<file path="src/shsc_consts.vh">
// Purpose: Constants for the standby (light and deep) clock controller
// Assumes: Included by every design file of the block
// Notes:   Offsets are word addresses on the plain register port
`ifndef SHSC_CONSTS_VH
`define SHSC_CONSTS_VH

// ----------------------------------------------------------------
// Register offsets
// ----------------------------------------------------------------
`define SHSC_REG_CTRL        4'h0
`define SHSC_REG_STAB_SEL    4'h1
`define SHSC_REG_STATUS      4'h2
`define SHSC_REG_STAB_STAT   4'h3

// ----------------------------------------------------------------
// Control register fields and reset values
// ----------------------------------------------------------------
`define SHSC_CTRL_RESET      8'h00
`define SHSC_CTRL_WD_RUN     0
`define SHSC_CTRL_WD_EN      4
`define SHSC_CTRL_LO_KEEP    6
`define SHSC_CTRL_LO_USE     7
`define SHSC_STAB_SEL_RESET  3'h7

// ----------------------------------------------------------------
// CPU clock source codes
// ----------------------------------------------------------------
`define SHSC_SRC_FAST        2'h0
`define SHSC_SRC_XTAL        2'h1
`define SHSC_SRC_EXT         2'h2
`define SHSC_SRC_SLOW        2'h3

// ----------------------------------------------------------------
// Wake wait counts in CPU clocks
// ----------------------------------------------------------------
`define SHSC_WAIT_VECT       4'hA
`define SHSC_WAIT_NEXT       4'h5

`endif

</file>
<file path="src/shsc_wake_wait.v">
// Purpose: Counts the fixed wait between a wakeup and CPU restart
// Assumes: start_i is a one-cycle pulse from the standby sequencer
// Notes:   Wait length chosen by whether vectored servicing follows
`include "shsc_consts.vh"

module shsc_wake_wait (
  input  wire       clock_i,
  input  wire       reset_i,
  input  wire       enable_i,
  input  wire       start_i,
  input  wire       vectored_i,
  output wire       busy_o,
  output wire       done_o
);

  // ----------------------------------------------------------------
  // Counter
  // ----------------------------------------------------------------
  reg  [3:0] count_ff;    // Remaining wait cycles
  reg  [3:0] nxt_count;   // Next count

  // Load on start, count down to zero otherwise
  always @* begin
    nxt_count = count_ff;
    if (start_i) begin
      nxt_count = vectored_i ? `SHSC_WAIT_VECT : `SHSC_WAIT_NEXT;
    end else if (count_ff != 4'h0) begin
      nxt_count = count_ff - 4'h1;
    end
  end

  // Counter register, frozen while the enable is low
  always @(posedge clock_i) begin
    if (reset_i) begin
      count_ff <= 4'h0;
    end else if (enable_i) begin
      count_ff <= nxt_count;
    end
  end

  assign busy_o = (count_ff != 4'h0);
  assign done_o = (count_ff == 4'h1) & enable_i;

endmodule

</file>
<file path="src/shsc_stab_timer.v">
// Purpose: Oscillation stabilization counter after deep standby release
// Assumes: Ticks once per crystal cycle seen as tick_i
// Notes:   Status bits fill from the lowest step upward and stay set until clear_i or reset
`include "shsc_consts.vh"

module shsc_stab_timer #(
  parameter CNT_W = 19
) (
  input  wire       clock_i,
  input  wire       reset_i,
  input  wire       enable_i,
  input  wire       clear_i,
  input  wire       start_i,
  input  wire       tick_i,
  input  wire [2:0] select_i,
  output reg  [7:0] status_o,
  output wire       done_o
);

  // ----------------------------------------------------------------
  // Exponent of each step, lowest first
  // ----------------------------------------------------------------
  function [4:0] shsc_step_exp;
    input [2:0] idx;
    begin
      case (idx)
        3'd0:    shsc_step_exp = 5'd8;
        3'd1:    shsc_step_exp = 5'd9;
        3'd2:    shsc_step_exp = 5'd10;
        3'd3:    shsc_step_exp = 5'd11;
        3'd4:    shsc_step_exp = 5'd13;
        3'd5:    shsc_step_exp = 5'd15;
        3'd6:    shsc_step_exp = 5'd17;
        default: shsc_step_exp = 5'd18;
      endcase
    end
  endfunction

  reg  [CNT_W-1:0] count_ff;   // Elapsed ticks
  reg              run_ff;     // Counting in progress
  wire [7:0]       reached;    // Step thresholds passed
  wire             target;     // Selected step reached

  // Threshold compare per status step
  genvar g;
  generate
    for (g = 0; g < 8; g = g + 1) begin : g_step
      assign reached[g] = (count_ff >= ({{(CNT_W-1){1'b0}}, 1'b1} << shsc_step_exp(g[2:0])));
    end
  endgenerate

  assign target = reached[select_i];
  assign done_o = run_ff & target;

  // Counts only up to the selected time, then holds the status
  always @(posedge clock_i) begin
    if (reset_i) begin
      count_ff <= {CNT_W{1'b0}};
      run_ff   <= 1'b0;
      status_o <= 8'h00;
    end else if (enable_i) begin
      if (clear_i) begin
        count_ff <= {CNT_W{1'b0}};
        run_ff   <= 1'b0;
        status_o <= 8'h00;
      end else if (start_i) begin
        count_ff <= {CNT_W{1'b0}};
        run_ff   <= 1'b1;
      end else if (run_ff) begin
        if (target) begin
          run_ff <= 1'b0;
        end else if (tick_i) begin
          count_ff <= count_ff + {{(CNT_W-1){1'b0}}, 1'b1};
        end
        status_o <= status_o | reached;
      end
    end
  end

endmodule

</file>
<file path="src/shsc_standby_ctrl.v">
// Purpose: Standby sequencer gating CPU clock, oscillators and peripherals
// Assumes: halt_req_i and stop_req_i are one-cycle pulses from the CPU
// Notes:   Interrupt flags come from the interrupt controller's clock
`include "shsc_consts.vh"

module shsc_standby_ctrl #(
  parameter NUM_IRQ = 16,
  parameter CNT_W   = 19
) (
  input  wire               clock_i,
  input  wire               reset_i,
  input  wire               enable_i,
  input  wire               halt_req_i,
  input  wire               stop_req_i,
  input  wire [1:0]         cpu_src_i,
  input  wire               ack_enable_i,
  input  wire [NUM_IRQ-1:0] irq_flag_i,
  input  wire [NUM_IRQ-1:0] irq_mask_i,
  input  wire               xtal_tick_i,
  input  wire               fast_osc_run_i,
  input  wire               xtal_run_i,
  input  wire               ext_main_run_i,
  input  wire               slow_osc_run_i,
  input  wire               pll_run_i,
  input  wire [3:0]         reg_addr_i,
  input  wire [7:0]         reg_wdata_i,
  input  wire               reg_write_i,
  input  wire               reg_read_i,
  output reg  [7:0]         reg_rdata_o,
  output wire               cpu_clk_en_o,
  output wire               cpu_resume_o,
  output wire               cpu_vector_o,
  output reg                int_fast_osc_en_o,
  output reg                crystal_clk_en_o,
  output reg                ext_main_clk_en_o,
  output reg                int_slow_osc_en_o,
  output reg                pll_clk_en_o,
  output wire               ext_sub_clk_keep_o,
  output wire               flash_low_power_o,
  output wire               flash_stop_o,
  output wire               periph_run_o,
  output wire               dma_access_check_o,
  output wire               wdog_run_o,
  output wire               stop_refused_o,
  output wire               halted_o,
  output wire               stopped_o
);

  // ----------------------------------------------------------------
  // States
  // ----------------------------------------------------------------
  localparam [2:0] ST_RUN  = 3'd0; // CPU clocked
  localparam [2:0] ST_HALT = 3'd1; // Light standby
  localparam [2:0] ST_STOP = 3'd2; // Deep standby
  localparam [2:0] ST_STAB = 3'd3; // Stabilization hold after stop
  localparam [2:0] ST_WAIT = 3'd4; // Fixed wake wait

  // ----------------------------------------------------------------
  // Registers
  // ----------------------------------------------------------------
  reg  [2:0] state_ff;        // Sequencer state
  reg  [2:0] nxt_state;       // Next state
  reg  [7:0] ctrl_ff;         // Option-byte copy: watchdog, slow oscillator
  reg  [2:0] stab_sel_ff;     // Stabilization time select
  reg        was_stop_ff;     // Current standby began as deep standby
  reg        vect_ff;         // Vectored servicing will follow
  reg        refused_ff;      // Last stop refused for bad source
  reg  [4:0] pre_osc_ff;      // Pre-stop clocks
  reg  [NUM_IRQ-1:0] flag_s1_ff;  // Flag synchroniser, first stage
  reg  [NUM_IRQ-1:0] flag_s2_ff;  // Flag synchroniser, second stage
  reg  [NUM_IRQ-1:0] mask_s1_ff;  // Mask synchroniser, first stage
  reg  [NUM_IRQ-1:0] mask_s2_ff;  // Mask synchroniser, second stage
  reg        tick_s1_ff;      // Crystal tick synchroniser
  reg        tick_s2_ff;      // Crystal tick, second stage
  reg        tick_s3_ff;      // Delayed copy for edge detection

  wire       wake;            // Unmasked request pending
  wire       main_src;        // CPU on main system clock
  wire       stop_ok;         // Stop request accepted
  wire       wait_start;      // Launch the fixed wake wait
  wire       wait_busy;       // Wake wait running
  wire       wait_done;       // Wake wait ends this cycle
  wire       stab_start;      // Launch stabilization count
  wire       stab_done;       // Selected stabilization reached
  wire [7:0] stab_status;     // Stabilization counter status
  wire       xtal_tick;       // One pulse per rising crystal edge
  wire       lo_keep;         // Slow oscillator kept in deep standby

  // ----------------------------------------------------------------
  // Input synchronisers
  // ----------------------------------------------------------------
  // Flags and masks come from another clock; two stages before use
  always @(posedge clock_i) begin
    if (reset_i) begin
      flag_s1_ff <= {NUM_IRQ{1'b0}};
      flag_s2_ff <= {NUM_IRQ{1'b0}};
      mask_s1_ff <= {NUM_IRQ{1'b1}};
      mask_s2_ff <= {NUM_IRQ{1'b1}};
      tick_s1_ff <= 1'b0;
      tick_s2_ff <= 1'b0;
      tick_s3_ff <= 1'b0;
    end else if (enable_i) begin
      flag_s1_ff <= irq_flag_i;
      flag_s2_ff <= flag_s1_ff;
      mask_s1_ff <= irq_mask_i;
      mask_s2_ff <= mask_s1_ff;
      tick_s1_ff <= xtal_tick_i;
      tick_s2_ff <= tick_s1_ff;
      tick_s3_ff <= tick_s2_ff;
    end
  end

  // ----------------------------------------------------------------
  // Decode
  // ----------------------------------------------------------------
  assign wake      = |(flag_s2_ff & ~mask_s2_ff);
  assign xtal_tick = tick_s2_ff & ~tick_s3_ff;
  assign main_src  = (cpu_src_i != `SHSC_SRC_SLOW);
  assign stop_ok   = stop_req_i & main_src & (state_ff == ST_RUN);
  assign lo_keep   = ctrl_ff[`SHSC_CTRL_LO_KEEP] & ctrl_ff[`SHSC_CTRL_LO_USE];

  // Stabilization is started on deep-standby release by any unmasked request; reset release starts none
  assign stab_start = (state_ff == ST_STOP) & wake;
  // Wake wait follows halt release or end of stabilization
  assign wait_start = ((state_ff == ST_HALT) & wake) |
                      ((state_ff == ST_STAB) & stab_done);

  // ----------------------------------------------------------------
  // Sequencer
  // ----------------------------------------------------------------
  // Next-state logic; reset (reset_i) always returns to run
  always @* begin
    nxt_state = state_ff;
    case (state_ff)
      ST_RUN: begin
        if (stop_ok) begin
          // A pending request skips deep standby straight into the stabilization hold
          nxt_state = wake ? ST_STAB : ST_STOP;
        end else if (halt_req_i) begin
          nxt_state = ST_HALT;
        end
      end
      ST_HALT: begin
        if (wake) begin
          nxt_state = ST_WAIT;
        end
      end
      ST_STOP: begin
        if (wake) begin
          nxt_state = ST_STAB;
        end
      end
      ST_STAB: begin
        if (stab_done) begin
          nxt_state = ST_WAIT;
        end
      end
      ST_WAIT: begin
        if (wait_done) begin
          nxt_state = ST_RUN;
        end
      end
      default: begin
        nxt_state = ST_RUN;
      end
    endcase
  end

  // State register; reset ends any standby like a normal reset
  always @(posedge clock_i) begin
    if (reset_i) begin
      state_ff    <= ST_RUN;
      was_stop_ff <= 1'b0;
      vect_ff     <= 1'b0;
      refused_ff  <= 1'b0;
    end else if (enable_i) begin
      state_ff <= nxt_state;
      if (stop_ok) begin
        was_stop_ff <= 1'b1;
      end else if (halt_req_i) begin
        was_stop_ff <= 1'b0;
      end
      // Acknowledge setting sampled when the wake is seen
      if (wake && (stop_ok || state_ff == ST_HALT || state_ff == ST_STOP)) begin
        vect_ff <= ack_enable_i;
      end
      if (stop_req_i) begin
        refused_ff <= ~main_src;
      end
    end
  end

  // ----------------------------------------------------------------
  // Oscillator enables
  // ----------------------------------------------------------------
  // Captured on entry so light standby holds prior state exactly
  always @(posedge clock_i) begin
    if (reset_i) begin
      int_fast_osc_en_o <= 1'b1;
      crystal_clk_en_o  <= 1'b0;
      ext_main_clk_en_o <= 1'b0;
      int_slow_osc_en_o <= 1'b1;
      pll_clk_en_o      <= 1'b0;
    end else if (enable_i) begin
      if (state_ff == ST_RUN) begin
        if (stop_ok && !wake) begin
          int_fast_osc_en_o <= 1'b0;
          crystal_clk_en_o  <= 1'b0;
          ext_main_clk_en_o <= 1'b0;
          pll_clk_en_o      <= 1'b0;
          int_slow_osc_en_o <= slow_osc_run_i & lo_keep;
          pre_osc_ff <= {fast_osc_run_i, xtal_run_i, ext_main_run_i, slow_osc_run_i, pll_run_i};
        end else begin
          // Track what the clock generator runs; halt keeps it
          int_fast_osc_en_o <= fast_osc_run_i;
          crystal_clk_en_o  <= xtal_run_i;
          ext_main_clk_en_o <= ext_main_run_i;
          int_slow_osc_en_o <= slow_osc_run_i;
          pll_clk_en_o      <= pll_run_i;
        end
      end else if (state_ff == ST_STOP && wake) begin
        // Restore the pre-stop main clocks; PLL relocks by hardware
        int_fast_osc_en_o <= pre_osc_ff[4];
        crystal_clk_en_o  <= pre_osc_ff[3];
        ext_main_clk_en_o <= pre_osc_ff[2];
        int_slow_osc_en_o <= pre_osc_ff[1];
        pll_clk_en_o      <= pre_osc_ff[0];
      end
    end
  end

  // ----------------------------------------------------------------
  // Register port
  // ----------------------------------------------------------------
  // Writes: option-byte copy and stabilization select
  always @(posedge clock_i) begin
    if (reset_i) begin
      ctrl_ff     <= `SHSC_CTRL_RESET;
      stab_sel_ff <= `SHSC_STAB_SEL_RESET;
    end else if (enable_i && reg_write_i) begin
      if (reg_addr_i == `SHSC_REG_CTRL) begin
        ctrl_ff <= reg_wdata_i;
      end
      if (reg_addr_i == `SHSC_REG_STAB_SEL) begin
        stab_sel_ff <= reg_wdata_i[2:0];
      end
    end
  end

  // Reads answer one cycle later; unmapped addresses read zero
  always @(posedge clock_i) begin
    if (reset_i) begin
      reg_rdata_o <= 8'h00;
    end else if (enable_i) begin
      reg_rdata_o <= 8'h00;
      if (reg_read_i) begin
        case (reg_addr_i)
          `SHSC_REG_CTRL:      reg_rdata_o <= ctrl_ff;
          `SHSC_REG_STAB_SEL:  reg_rdata_o <= {5'h00, stab_sel_ff};
          `SHSC_REG_STATUS:    reg_rdata_o <= {3'h0, refused_ff, wake, state_ff};
          `SHSC_REG_STAB_STAT: reg_rdata_o <= stab_status;
          default:             reg_rdata_o <= 8'h00;
        endcase
      end
    end
  end

  // ----------------------------------------------------------------
  // Sub-blocks
  // ----------------------------------------------------------------
  shsc_stab_timer #(
    .CNT_W    (CNT_W)
  ) u_stab (
    .clock_i  (clock_i),
    .reset_i  (reset_i),
    .enable_i (enable_i),
    .clear_i  (stop_ok & ~wake),
    .start_i  (stab_start | (stop_ok & wake)),
    .tick_i   (xtal_tick),
    .select_i (stab_sel_ff),
    .status_o (stab_status),
    .done_o   (stab_done)
  );

  shsc_wake_wait u_wait (
    .clock_i    (clock_i),
    .reset_i    (reset_i),
    .enable_i   (enable_i),
    .start_i    (wait_start),
    .vectored_i ((state_ff == ST_HALT) ? ack_enable_i : vect_ff),
    .busy_o     (wait_busy),
    .done_o     (wait_done)
  );

  // ----------------------------------------------------------------
  // Outputs
  // ----------------------------------------------------------------
  // CPU clock is gated in every standby state and during the wait
  assign cpu_clk_en_o       = (state_ff == ST_RUN);
  assign cpu_resume_o       = (state_ff == ST_WAIT) & wait_done;
  assign cpu_vector_o       = cpu_resume_o & vect_ff;
  assign ext_sub_clk_keep_o = 1'b1;
  // Flash stays usable at low current in light standby only
  assign flash_stop_o       = (state_ff == ST_STOP);
  assign flash_low_power_o  = (state_ff == ST_HALT);
  // Timers, serial, converter, DMA run unless in deep standby
  assign periph_run_o       = (state_ff != ST_STOP);
  assign dma_access_check_o = (state_ff != ST_STOP);
  // Watchdog keeps running in standby only if both bits allow it
  assign wdog_run_o = ctrl_ff[`SHSC_CTRL_WD_EN] &
                      (cpu_clk_en_o | ctrl_ff[`SHSC_CTRL_WD_RUN]);
  assign stop_refused_o     = refused_ff;
  assign halted_o           = (state_ff == ST_HALT) | (state_ff == ST_STAB) | wait_busy;
  assign stopped_o          = (state_ff == ST_STOP) & was_stop_ff;

endmodule

</file>
<file path="config.mk">
export PLATFORM = sky130hd
export DESIGN_NAME = shsc_standby_ctrl
export DESIGN_NICKNAME = d
export VERILOG_FILES = /design/src/shsc_wake_wait.v /design/src/shsc_stab_timer.v /design/src/shsc_standby_ctrl.v
export VERILOG_INCLUDE_DIRS = /design/src
export SDC_FILE = /design/constraint.sdc
export NUM_CORES = 1
export LEC_CHECK = 0
export ABC_AREA = 1
export BUFFER_PORTS_ARGS = -buffer_cell sky130_fd_sc_hd__buf_4
export CORE_UTILIZATION = 30
export CTS_BUF_LIST = sky130_fd_sc_hd__clkbuf_8
export DETAILED_ROUTE_END_ITERATION = 7
export REMOVE_ABC_BUFFERS = 1
export SETUP_SLACK_MARGIN = 0.3
export SLEW_MARGIN = 20
export SYNTH_ARGS = -nofsm -noshare
export SYNTH_HDL_FRONTEND = slang
export SYNTH_SLANG_ARGS = --single-unit
</file>
<file path="constraint.sdc">
create_clock -name clock_i -period 1.88 [get_ports clock_i]
set_clock_uncertainty 0.15 [all_clocks]
set_input_delay 0.094 -clock clock_i [delete_from_list [all_inputs] [get_ports clock_i]]
set_output_delay 0.094 -clock clock_i [all_outputs]
set_load 0.02 [all_outputs]
</file>
==> flow_metrics.tcl <==
set metrics [dict create \
    outcome "finished with violations" \
    failed_checks "hold timing" \
    netlist_area_um2 5960 \
    cts_tree "done" \
    ys_ff_latch 134 \
    cts-buffers-inserted 17 \
    peakVddDrop_uv 477 \
    gp_congestion 0.883 \
    hold_path_class "input pin to flip-flop" \
    dieArea_um2 20400 \
    power.density_nw_per_um2 864 \
    fin_crit_sh 0.976 \
    drv_slew 0 \
    wl_met3_um 884 \
    critPathRequiredTime_ps 2110 \
    n_antenna_cell 0 \
    fp.dieW_um 143 \
    max_freq_ghz 0.545 \
    min_period_ps 1830 \
    dr.max_layer_used "met4" \
    clk_pin_slew_ps 90 \
    insertion_delay_ps 450 \
    drtIter0Drc 366 \
    worstPathArrival_ps 2070 \
    viasPerCell 4.70 \
    cts_sinks 134 \
    ys_warn_count 0 \
    syn_inst 814 \
    yosysUniqueCellTypes 46 \
    worst_setup_path_start_kind "flip-flop" \
    grt_pass1_wl_um 27900 \
    final_cell_mix "143 x nand2_1, 139 x buf_4, 106 x dfxtp_1" \
    portBuffers 83 \
    grt_use_total 0.175 \
    yosysSeqAreaShare 0.459 \
    synthToLayoutAreaGrowth_pct 55.6 \
    synth.avg_cell_area_um2 7.32 \
    nets 1098 \
    critPathKind "flip-flop to flip-flop" \
    pre_cts_ws_ps 3.19 \
    p_leak_nw 3.90 \
    wl_met2_um 9020 \
    dr_total_vias 6166 \
    boundaryPins 85 \
    clockRootBuffer "clkbuf_8" \
    rsz0062_at_grt "true" \
    cp-end-kind "flip-flop" \
    met1_length_um 7910 \
    final_common_cell "nand2_1" \
    wirelength_um 18000 \
    maxCapViolations 0 \
    grt_pass1_vias 5766 \
    detail-route-antenna-nets 0 \
    clockBufferDepth 2 \
    whs_ps -104 \
    slew_headroom 0.588 \
    finish.utilization 0.477 \
    core_area_um2 19500 \
    drc 0 \
    tightest_slew_ps 618 \
    die_y_um 143 \
    async_flop_share 0 \
    synthFlopType "dfxtp_1" \
    initial_core_util 0.306 \
    fin_ws_ps 46.0 \
    wl_per_cell_um 13.7 \
    grt_overflow 0 \
    synth-edff-count 5 \
    setup_viol 0 \
    hold_viol_final 11 \
    rows 51 \
    htree_levels 4 \
    grt_max_degree 94 \
    drive_gt1_frac 0.344 \
    antenna_found_initial 0 \
    dp_hpwl_um 11100 \
    drtPass1Iterations 5 \
    crit_fanout 4 \
]
worst paths after layout:
| path | cells past startpoint | from | slack, ps | to |
|---|---|---|---|---|
| worst max-delay path | 9 | u_stab.count_ff[3] | 50 | u_stab.count_ff[17] |
| worst min-delay path | 3 | reset_i | -100 | u_stab.count_ff[6] |
| worst max register to register | 9 | u_stab.count_ff[3] | 50 | u_stab.count_ff[17] |
| worst min register to register | 2 | flag_s2_ff[6] | 300 | flag_s2_ff[6] |
routing by layer:
metal  global-route usage  vias to the layer above
met5                    0                        -
met1                0.218                     2876
met3               0.0436                       21
met4               0.0492                        0
met2                0.297                      155
li1                     -                     3114
cell usage after synthesis (6+ instances only):
cell type | instances | area, µm²
nor2_1 | 90 | 338
nand3_1 | 74 | 370
xor2_1 | 8 | 70.1
nor3_1 | 20 | 100
a21oi_1 | 74 | 370
dfxtp_1 | 129 | 2580
inv_1 | 85 | 319
o21ai_0 | 64 | 320
nand2_2 | 6 | 37.5
o22ai_1 | 17 | 106
nand2_1 | 151 | 567
clkbuf_1 | 26 | 97.6
state kept, by name, summed over array words and instances (netlist names), 3 cells and up:
register / count
flag_s1_ff: 16
u_wait.count_ff: 4
u_stab.count_ff: 19
ctrl_ff: 8
reg_rdata_o: 8
stab_sel_ff: 3
pre_osc_ff: 5
state_ff: 3
flag_s2_ff: 16
mask_s1_ff: 16
mask_s2_ff: 16
u_stab.status_o: 8
power by group:
part | switching (mW) | total (mW) | internal (mW) | leakage [nW]
combinational | 1.34 | 2.50 | 1.16 | 2.60
sequential | 0.169 | 3.24 | 3.07 | 1.12
clock | 1.31 | 2.28 | 0.965 | 0.179
total | 2.82 | 8.01 | 5.20 | 3.90
stage by stage:
stage | power, mW | setup TNS (ps) | hold WS, ps | instance area, µm² | instances
2_1_floorplan | 4.24 | -15710 | 13.1 | 5790 | 777
3_3_place_gp | 4.93 | 0 | 139 | 7200 | 1177
3_5_place_dp | 4.94 | 0 | 139 | 7200 | 1177
4_1_cts | 7.69 | 0 | -143 | 8630 | 1290
5_1_grt | 8.44 | -385 | -119 | 9280 | 1311
6_report | 8.01 | 0 | -104 | 9280 | 1311
critical path, cell delays in order (launching register included):
cell and delay (ps):
dfxtp_1 470, nand2_1 160, nor3_1 150, nand2_1 100, nor3_2 180, xor2_1 170, nand2_1 60, nor2_1 100
nand2_1 90, a21oi_2 130
cells by family (layout without fill, tap and decap cells):
group,count (synthesis),count (layout),share of synthesized area
adders and majority gates,5,5,0.0105
other,1,1,0.000629
and+or+nand+nor,363,365,0.271
xor gates and xnor gates,10,10,0.0147
buffers and inverters,129,359,0.0869
DFF,134,134,0.459
AOI/OAI and AO/OA,172,172,0.158
cell type report:
class                   instances  area [µm²]
clock inverters                15         135
clock buffers                  17         234
flip-flops and latches        134        2770
repair buffers                235        2120
well taps                     265         332
inverters                      92         383
multi-input cells             553        3300
fillers                      1863       10200
timing repair:
item	CTS	global route
endpoints found under the setup margin	57	64
resized for setup	83	129
hold buffers	65	4
setup buffers	15	16
pin swaps	21	42
gates cloned	1	2
endpoints found under the hold margin	81	18
No activity file was read; power rests on OpenSTA's default activity.
